**src/design/xtpt_regs.svh**
```systemverilog
// Constants for the board connectivity (XOR tree) test block.
// Assumes a single 100 MHz system clock and synchronous tester pins.
// Summary of operation
// RL1: Each tree gate takes one pin; bidirectional pins act only as inputs.
// RL2: The first gate of every tree starts from a constant zero.
// RL3: Tree results reach observation outputs with no added inversion.
// RL4: All tree inputs at zero give a zero tree output.
// RL5: One input pulsed high then low makes the output follow.
// RL6: Pulsing a tree's first-gate pin drives that tree's observation output high then low.
// RL7: An odd count of stuck-high inputs starts outputs at one; pulses invert.
// RL8: Tester reads initial level, expects toggles, flags pins without toggle.
// RL9: Five mode pins in a fixed sequence select tree or tristate mode.
// RL10: Tester keeps complementary strobe pairs at opposite levels during testing.
// RL11: Tester runs the third and fourth trees one after the other.
// RL12: Tree two chains 58 inputs onto sideband address bit 1.
// RL13: Tree three chains 55 inputs onto the inverted sideband strobe.
// RL14: Tree four chains 18 inputs onto sideband address bit 2.
// RL15: Tree five chains 30 inputs onto sideband address bit 4.
// RL16: Outside test modes trees never affect functional pins or drivers.
`ifndef XTPT_REGS_SVH
`define XTPT_REGS_SVH

`define XTPT_W1        59
`define XTPT_W2        58
`define XTPT_W3        55
`define XTPT_W4        18
`define XTPT_W5        30
`define XTPT_MAXW      64

`define XTPT_OBS_T1    3
`define XTPT_OBS_T2    1
`define XTPT_OBS_T4    2
`define XTPT_OBS_T5    4
`define XTPT_OBS_T1_B  0

`define XTPT_SEQ_ARM   5'h15
`define XTPT_SEQ_XOR   5'h0a
`define XTPT_SEQ_TRI   5'h1f
`define XTPT_SEQ_EXIT  5'h00

`endif

```
**src/design/xtpt_pkg.sv**
```systemverilog
// Types for the board connectivity (XOR tree) test block.
// Assumes the constants header is included by the user of this package.
package xtpt_pkg;

    typedef enum logic [3:0] {
        XTPT_FUNC = 4'h1,
        XTPT_ARM  = 4'h2,
        XTPT_XOR  = 4'h4,
        XTPT_TRI  = 4'h8
    } xtpt_mode_t;

    typedef logic [4:0] xtpt_seq_t;

endpackage

```
**src/design/xtpt_top.sv**
```systemverilog
// Board connectivity test: five XOR trees over device pins with mode entry.
// Assumes tester pins are synchronous to clk_sys and pin pads sit outside.
`timescale 1ns/100ps
`include "xtpt_regs.svh"

module xtpt_top #(
    parameter int W1 = `XTPT_W1,
    parameter int W2 = `XTPT_W2,
    parameter int W3 = `XTPT_W3,
    parameter int W4 = `XTPT_W4,
    parameter int W5 = `XTPT_W5
) (
    // Clock and reset.
    input  wire logic                clk_sys,
    input  wire logic                srst,
    // Mode selection pins.
    input  wire xtpt_pkg::xtpt_seq_t mode_pins,
    // Tree inputs, taken from input and bidirectional pin receivers.
    input  wire logic [W1-1:0]       tree1_in,
    input  wire logic [W2-1:0]       tree2_in,
    input  wire logic [W3-1:0]       tree3_in,
    input  wire logic [W4-1:0]       tree4_in,
    input  wire logic [W5-1:0]       tree5_in,
    // Functional drive of the observation pins and of all other drivers.
    input  wire logic [7:0]          func_sba,
    input  wire logic                func_sba_oe,
    input  wire logic                func_sb_stb_n,
    input  wire logic                func_sb_stb_n_oe,
    input  wire logic                func_bidir_oe,
    // Pin drive after the test multiplexer.
    output logic [7:0]               pin_sba,
    output logic [7:0]               pin_sba_oe,
    output logic                     pin_sb_stb_n,
    output logic                     pin_sb_stb_n_oe,
    output logic                     pin_bidir_oe,
    // Mode status.
    output logic                     xor_mode,
    output logic                     tristate_mode
);
    import xtpt_pkg::*;

    // Refuse tree widths that the chain function cannot hold.
    if (W1 < 1 || W2 < 1 || W3 < 1 || W4 < 1 || W5 < 1 ||
        W1 > `XTPT_MAXW || W2 > `XTPT_MAXW || W3 > `XTPT_MAXW ||
        W4 > `XTPT_MAXW || W5 > `XTPT_MAXW) begin : g_width_check
        $error("xtpt_top: tree widths must lie between 1 and 64");
    end

    // Running parity of a chain; the chain starts from a constant zero.
    function automatic logic xtpt_chain(input logic [`XTPT_MAXW-1:0] v, input int n);
        logic acc;
        acc = 1'b0; // see RL2
        for (int k = 0; k < `XTPT_MAXW; k++) begin
            if (k < n) begin
                acc = acc ^ v[k]; // see RL1 RL7
            end
        end
        return acc;
    endfunction

    xtpt_mode_t mode;
    xtpt_mode_t next_mode;

    // Mode entry: arm code, repeated for any number of cycles, then tree or tristate code.
    always_comb begin
        next_mode = mode;
        unique case (mode)
            XTPT_FUNC: begin
                if (mode_pins == `XTPT_SEQ_ARM) begin
                    next_mode = XTPT_ARM; // see RL9
                end
            end
            XTPT_ARM: begin
                if (mode_pins == `XTPT_SEQ_XOR) begin
                    next_mode = XTPT_XOR; // see RL9
                end else if (mode_pins == `XTPT_SEQ_TRI) begin
                    next_mode = XTPT_TRI; // see RL9
                end else if (mode_pins != `XTPT_SEQ_ARM) begin
                    next_mode = XTPT_FUNC;
                end
            end
            XTPT_XOR, XTPT_TRI: begin
                if (mode_pins == `XTPT_SEQ_EXIT) begin
                    next_mode = XTPT_FUNC;
                end
            end
            default: next_mode = XTPT_FUNC;
        endcase
        if (srst) begin
            next_mode = XTPT_FUNC;
        end
    end

    always_ff @(posedge clk_sys) begin
        mode <= next_mode;
    end

    logic [4:0] par;
    logic [7:0] next_sba;
    logic [7:0] next_sba_oe;
    logic       next_stb_n;
    logic       next_stb_n_oe;
    logic       next_bidir_oe;
    logic       next_xor_mode;
    logic       next_tri_mode;

    // Tree results, observation multiplexing and driver control.
    // Pin drive follows the next mode, so it switches on the edge that sets the mode flags.
    always_comb begin
        par[0] = xtpt_chain(`XTPT_MAXW'(tree1_in), W1);
        par[1] = xtpt_chain(`XTPT_MAXW'(tree2_in), W2); // see RL12
        par[2] = xtpt_chain(`XTPT_MAXW'(tree3_in), W3); // see RL13
        par[3] = xtpt_chain(`XTPT_MAXW'(tree4_in), W4); // see RL14
        par[4] = xtpt_chain(`XTPT_MAXW'(tree5_in), W5); // see RL15
        next_xor_mode = (next_mode == XTPT_XOR);
        next_tri_mode = (next_mode == XTPT_TRI);
        next_sba      = func_sba; // see RL16
        next_sba_oe   = {8{func_sba_oe}};
        next_stb_n    = func_sb_stb_n;
        next_stb_n_oe = func_sb_stb_n_oe;
        next_bidir_oe = func_bidir_oe;
        if (next_mode == XTPT_XOR) begin
            next_sba                 = 8'h00;
            next_sba_oe              = 8'h00;
            next_sba[`XTPT_OBS_T1_B] = par[0]; // see RL3 RL6
            next_sba[`XTPT_OBS_T2]   = par[1]; // see RL12
            next_sba[`XTPT_OBS_T4]   = par[3]; // see RL14
            next_sba[`XTPT_OBS_T5]   = par[4]; // see RL15
            next_sba_oe[`XTPT_OBS_T1_B] = 1'b1;
            next_sba_oe[`XTPT_OBS_T2]   = 1'b1;
            next_sba_oe[`XTPT_OBS_T4]   = 1'b1;
            next_sba_oe[`XTPT_OBS_T5]   = 1'b1;
            next_stb_n    = par[2]; // see RL13
            next_stb_n_oe = 1'b1;
            next_bidir_oe = 1'b0; // see RL1
        end else if (next_mode == XTPT_TRI) begin
            next_sba_oe   = 8'h00; // see RL9
            next_stb_n_oe = 1'b0;
            next_bidir_oe = 1'b0;
        end
        if (srst) begin
            next_sba      = 8'h00;
            next_sba_oe   = 8'h00;
            next_stb_n    = 1'b1;
            next_stb_n_oe = 1'b0;
            next_bidir_oe = 1'b0;
        end
    end

    always_ff @(posedge clk_sys) begin
        pin_sba         <= next_sba;
        pin_sba_oe      <= next_sba_oe;
        pin_sb_stb_n    <= next_stb_n;
        pin_sb_stb_n_oe <= next_stb_n_oe;
        pin_bidir_oe    <= next_bidir_oe;
        xor_mode        <= next_xor_mode;
        tristate_mode   <= next_tri_mode;
    end

    logic in_xor;
    assign in_xor = (mode == XTPT_XOR) && (next_mode == XTPT_XOR);
endmodule // xtpt_top

```
**config.mk**
```make
export PLATFORM = sky130hd
export DESIGN_NAME = xtpt_top
export DESIGN_NICKNAME = d
export VERILOG_FILES = /design/src/design/xtpt_pkg.sv /design/src/design/xtpt_top.sv
export VERILOG_INCLUDE_DIRS = /design/src /design/src/design
export SDC_FILE = /design/constraint.sdc
export NUM_CORES = 1
export LEC_CHECK = 0
export ABC_CLOCK_PERIOD_IN_PS = 2100
export BUFFER_PORTS_ARGS = -buffer_cell sky130_fd_sc_hd__buf_2
export CAP_MARGIN = 40
export CORE_AREA = 2 2 101 103
export CTS_BUF_LIST = sky130_fd_sc_hd__clkbuf_8
export DETAILED_ROUTE_END_ITERATION = 10
export DIE_AREA = 0 0 103 105
export GPL_TIMING_DRIVEN = 0
export SLEW_MARGIN = 20
export SYNTH_ARGS = -nofsm -noshare
export SYNTH_HDL_FRONTEND = slang
export SYNTH_SLANG_ARGS = --single-unit
```
**constraint.sdc**
```tcl
create_clock -name clk_sys -period 2.1 [get_ports clk_sys]
set_input_delay 0.21 -clock clk_sys [delete_from_list [all_inputs] [get_ports clk_sys]]
set_output_delay 0.21 -clock clk_sys [all_outputs]
set_load 0.02 [all_outputs]
```
; ---- Yosys cells after proc, flatten, opt, wreduce, memory -nomap -nowiden
; Cells that the tools add are included.
[totals]
regBits = 22
inputBits = 239
out_inout_bits = 21
[op_classes]
eq_ne = 10
mux = 13
bitwise = 215
reduce_logical = 4
[ops]
columns = op, count
row1 = 1-bit XOR, 215
row2 = 4-bit 2-to-1 mux, 6
row3 = 5-bit 2-to-1 mux, 3
row4 = 4-bit case mux with 3 select lines, 1
row5 = 5-bit equality test (second input constant), 2
row6 = 4-bit by 3-bit equality test with 1-bit output (second input constant), 2
row7 = 4-bit equality test (second input constant), 2
row8 = 5-bit by 4-bit equality test with 1-bit output (second input constant), 1
row9 = 5-bit logical NOT, 1
row10 = 5-bit inequality test (second input constant), 1
row11 = 4-bit by 1-bit equality test with 1-bit output (second input constant), 1
row12 = 4-bit by 2-bit equality test with 1-bit output (second input constant), 1
row13 = 2-bit OR reduction, 2
row14 = 1-bit 2-to-1 mux, 3
row15 = 3-bit OR reduction, 1

; ---- Longest topological paths before layout
[logic_depth]
ltp_word = 59
depth_mapped = 7
mapped_depth_nobuf = 7

; ---- Worst setup path before layout
; Ideal clock, no wire load.
[synth_timing]
path_kind = reg-to-reg
from = reg mode[2]
to = reg pin_sb_stb_n_oe
t_arrival_ps = 1686
required_ps = 1971
slack_ps = 285
path_stages_with_launch = 7
path_buffers = 0
period_less_slack_ps = 1815
cell_sequence = dfxtp_1 or4b_4 or3_1 a21oi_1 inv_1 a21oi_1 nor2_1
[synth_via]
word_cells_on_any_way = 16
classes_between = 6 x eq/ne / 9 x mux / 1 x reduce/logical
[synth_lines]
columns = element, line_no
row1 = from (decl), xtpt_top.sv:61  ; xtpt_mode_t mode;
row2 = from (signal assigned), xtpt_top.sv:95  ; mode <= next_mode;
row3 = 4-bit by 3-bit equality test with 1-bit output or 4-bit equality test (tied branches), xtpt_top.sv:67  ; unique case (mode)
row4 = 2-bit OR reduction, xtpt_top.sv:67
row5 = 4-bit case mux with 3 select lines *, xtpt_top.sv:67
row6 = 4-bit 2-to-1 mux *, xtpt_top.sv:89  ; if (srst) begin
row7 = named net next_mode[3], xtpt_top.sv:62  ; xtpt_mode_t next_mode;
row8 = 4-bit equality test, xtpt_top.sv:136  ; end else if (next_mode == XTPT_TRI) begin
row9 = 1-bit 2-to-1 mux, xtpt_top.sv:136
row10 = 1-bit 2-to-1 mux *, xtpt_top.sv:122  ; if (next_mode == XTPT_XOR) begin
row11 = to (signal assigned), xtpt_top.sv:154  ; pin_sb_stb_n_oe <= next_stb_n_oe;
row12 = to (decl), xtpt_top.sv:34  ; output logic pin_sb_stb_n_oe,
; Mark *: on every way through the listed nets, which the timed path passes. The rest lies on a longest branch.
; A chain may end at the register's enable or synchronous reset.

; ---- Worst setup path after layout
[layout_timing]
from = reg mode[0]
to = reg pin_sba[2]
[layout_via]
word_cells_on_any_way = 14
classes_between = 5 x eq/ne / 8 x mux / 1 x reduce/logical
[layout_lines]
columns = element, line_no
row1 = 4-bit by 3-bit equality test with 1-bit output or 4-bit equality test (tied branches), xtpt_top.sv:67
row2 = 2-bit OR reduction, xtpt_top.sv:67
row3 = 4-bit case mux with 3 select lines *, xtpt_top.sv:67
row4 = 4-bit 2-to-1 mux *, xtpt_top.sv:89
row5 = named net next_mode[2], xtpt_top.sv:62
row6 = 4-bit by 3-bit equality test with 1-bit output *, -
row7 = 5-bit 2-to-1 mux *, xtpt_top.sv:122
row8 = to (signal assigned), xtpt_top.sv:151  ; pin_sba <= next_sba;
row9 = to (decl), xtpt_top.sv:31  ; output logic [7:0] pin_sba,
; Marks and branches as above.

==> results.md <==
- Min-Delay Path Class: input port to flip-flop
- Fin crit period: 1950 ps
- Dpl ws: 117 ps
- Post-Place Cell Area: 4140 um^2
- Largest family of logic cells by synthesized area: XOR/XNOR gates
- Netlist cell types: 28
- Yosys top cell area share: 60.2%
- Setup ws final: 155 ps
- Asr flop ratio synth: 0%
- Remaining Overflow, GRT: 0
- Critical R2R Launch: mode[0]
- CTS HTree Levels: 1
- Avg WL per Cell: 10.6 um
- Compound-gate portion of the synthesized area: 4.02%
- Status: complete, no violations
- CTS Sinks: 19
- Final setup fails: 0
- Register-to-register setup slack: 150 ps
- Initial antenna violation count: 0
- Synth-to-Final Area Change: 56.4%
- Clock Pin Slew Worst Setup and Hold Paths: 70 ps
- Tcrit/Tclk final: 92.6%
- WP data required: 2260 ps
- Xor and xnor area share after synthesis: 71.7%
- Filler cells: 1,001
- Most common cell in the netlist: xnor2_1
- Seq/Total Area, Yosys: 14.2%
- Relative slew slack: 68.3%
- VDD IR max: 347 uV
- Routability cong.: 0.762
- DRC Markers: 0
- Initial core utilization: 27.8%
- TritonCTS clock tree: built
- FF-to-FF path depth: 6
- PD cells: 552 nW/um^2
- CP Max Fanout: 10
- Routed Antenna Nets: 0
- Yosys top cell by area: xnor2_1
- Final clock skew: 1.40 ps
- Synth warnings: 0
- Synth Register Bits: 19
- Max Cap Viol: 0
- Upper clock frequency limit: 0.514 GHz
- Final TNS setup: 0 ps
- DR vias/cell: 4.03
- Mux contribution to synthesized area: 0%
- Core Util, Final: 43.5%
- Multi-input logic area: 2230 um^2
- Core ar.: 9640 um^2
- Total CTS buffers: 3
- Number of global-route vias before repair: 2,688
- Setup repair bufs after CTS: 0
- CP Data Arrival Time: 2100 ps
- Die H: 105 um
- Crit path from: mode[0]
- First-pass GRT wire length: 10.9 mm
- Cells after synthesis: 294
- IO Pins: 260
- Overall power: 2.31 mW
- Top area cells in the synthesized netlist: xnor2_1, dfxtp_1, xor2_1
- CP Capture Type: flip-flop
- CP Class: flip-flop to flip-flop
- Final Net Count: 796
- Port Buffers: 258
- Fin area: 4190 um^2
- Worst setup endpoint: pin_sba[2]
- Post-Synth Adder-Cell Area: 0%
- CTS max path bufs: 2
- # rows: 36
- Reg2reg end: pin_sba[2]
- Most frequent cells after synthesis: xnor2_1, xor2_1, dfxtp_1
- Critical Path Start Type: flip-flop
- Number of synthesized flops with an enable pin: 0
- Post-synth top flop: dfxtp_1
- Drt first-iter violations: 45
- Largest net degree at the start of global routing: 13
- Detailed placement HPWL: 6.99 mm
- Mapped cell area: 2680 um^2
- Syn nets: 533
- Final hold vios: 0
- P_leak: 1.91 nW
- Layout cell share with drive strength beyond 1: 49.3%
- RSZ-0062 raised after global routing: false
- # diodes: 0
- Worst slew pin tran: 476 ps
- Vias: 2,775
- Avg Synthesized Cell Area: 9.11 um^2
- Post-synthesis simple-gate area fraction: 7.24%
- Drt pass-1 iters: 4
- Worst skew pair latency: 250 ps
- Root Buffer: clkbuf_8
- Gr usage total: 12.4%
- Final WL: 7.34 mm
- Reg area: 380 um^2
- Die area: 10,800 um^2
- Final Max Tran Viols: 0
- Die X: 103 um
[power by group]
group          internal, mW  switching, mW  total, mW
logic                 0.984          0.696       1.68
clock network         0.133          0.119      0.253
registers             0.374        0.00562      0.380
[flip-flops by register name, summed over array words and instances, names as in the netlist]
name and count:
mode 4, pin_bidir_oe 1, pin_sb_stb_n 1, pin_sb_stb_n_oe 1, pin_sba 8, pin_sba_oe 2
tristate_mode 1, xor_mode 1
[metrics by stage]
step                      std cells  hold WS, ps
after floorplan                 294          332
after global placement          685          411
after detailed placement        685          415
after CTS                       689          151
after global routing            689          152
final                           689          154
[cell type report]
type	count	share of cell area, %
Multi-Input combinational cell	265	53.1
Inverter	2	0.179
Tap cell	133	3.97
Clock inverter	1	0.179
Timing Repair Buffer	258	30.8
Buffer	8	1.64
Sequential cell	19	9.08
Clock buffer	3	0.986
[cell usage in the layout, fill, tap and decap left out, types with 2 or more instances in the layout]
| master | synthesis | final |
|---|---|---|
| buf_2 | 0 | 258 |
| xnor2_1 | 184 | 184 |
| xor2_1 | 25 | 25 |
| dfxtp_1 | 19 | 19 |
| nor2_1 | 10 | 10 |
| a21oi_1 | 7 | 6 |
| and2_1 | 6 | 6 |
| buf_4 | 6 | 6 |
| nand2_1 | 5 | 5 |
| nor3_1 | 4 | 4 |
| a211oi_1 | 4 | 4 |
| xnor3_1 | 4 | 4 |
| clkbuf_8 | 0 | 3 |
| or3_1 | 2 | 2 |
| inv_1 | 2 | 2 |
| o21ai_0 | 2 | 2 |
| a21oi_2 | 1 | 2 |
[worst max-delay path, cell delays in order (launching register included)]
cell	delay [ps]
dfxtp_1	370
or4b_4	560
a31o_2	320
nor2_4	180
buf_12	150
nor2_1	40
a211oi_1	230
[routing by layer]
metal  share of wire [%]  GRT usage [%]
met1                  34           11.6
met2                  58           26.9
met3                 7.2           1.81
met4                0.72           1.79
met5                   0              0
[cell families (layout without fill, tap and decap cells)]
group	after synthesis	count (layout)
AO/OA/AOI/OAI	17	17
AND/OR/NAND/NOR	35	35
buffers and inverters	10	272
XOR/XNOR	213	213
flip-flops	19	19
[repair_timing]
action                     in CTS  in global routing
hold buffers                    0                  0
resized for setup               0                  1
setup endpoints to repair       0                  2
[how the worst min path moves through the flow]
| stage | depth (start not counted) | start | slack, ps | to |
|---|---|---|---|---|
| 2_1_floorplan | 1 | func_bidir_oe | 330 | pin_bidir_oe |
| 6_report | 2 | func_sba[6] | 150 | pin_sba[6] |
| 5_1_grt | 2 | func_sba[7] | 150 | pin_sba[7] |
| 3_5_place_dp | 2 | func_sba[6] | 420 | pin_sba[6] |
| 4_1_cts | 2 | func_sba[6] | 150 | pin_sba[6] |
| 3_3_place_gp | 2 | func_sba[6] | 410 | pin_sba[6] |
(Power assumes the default switching activity.)
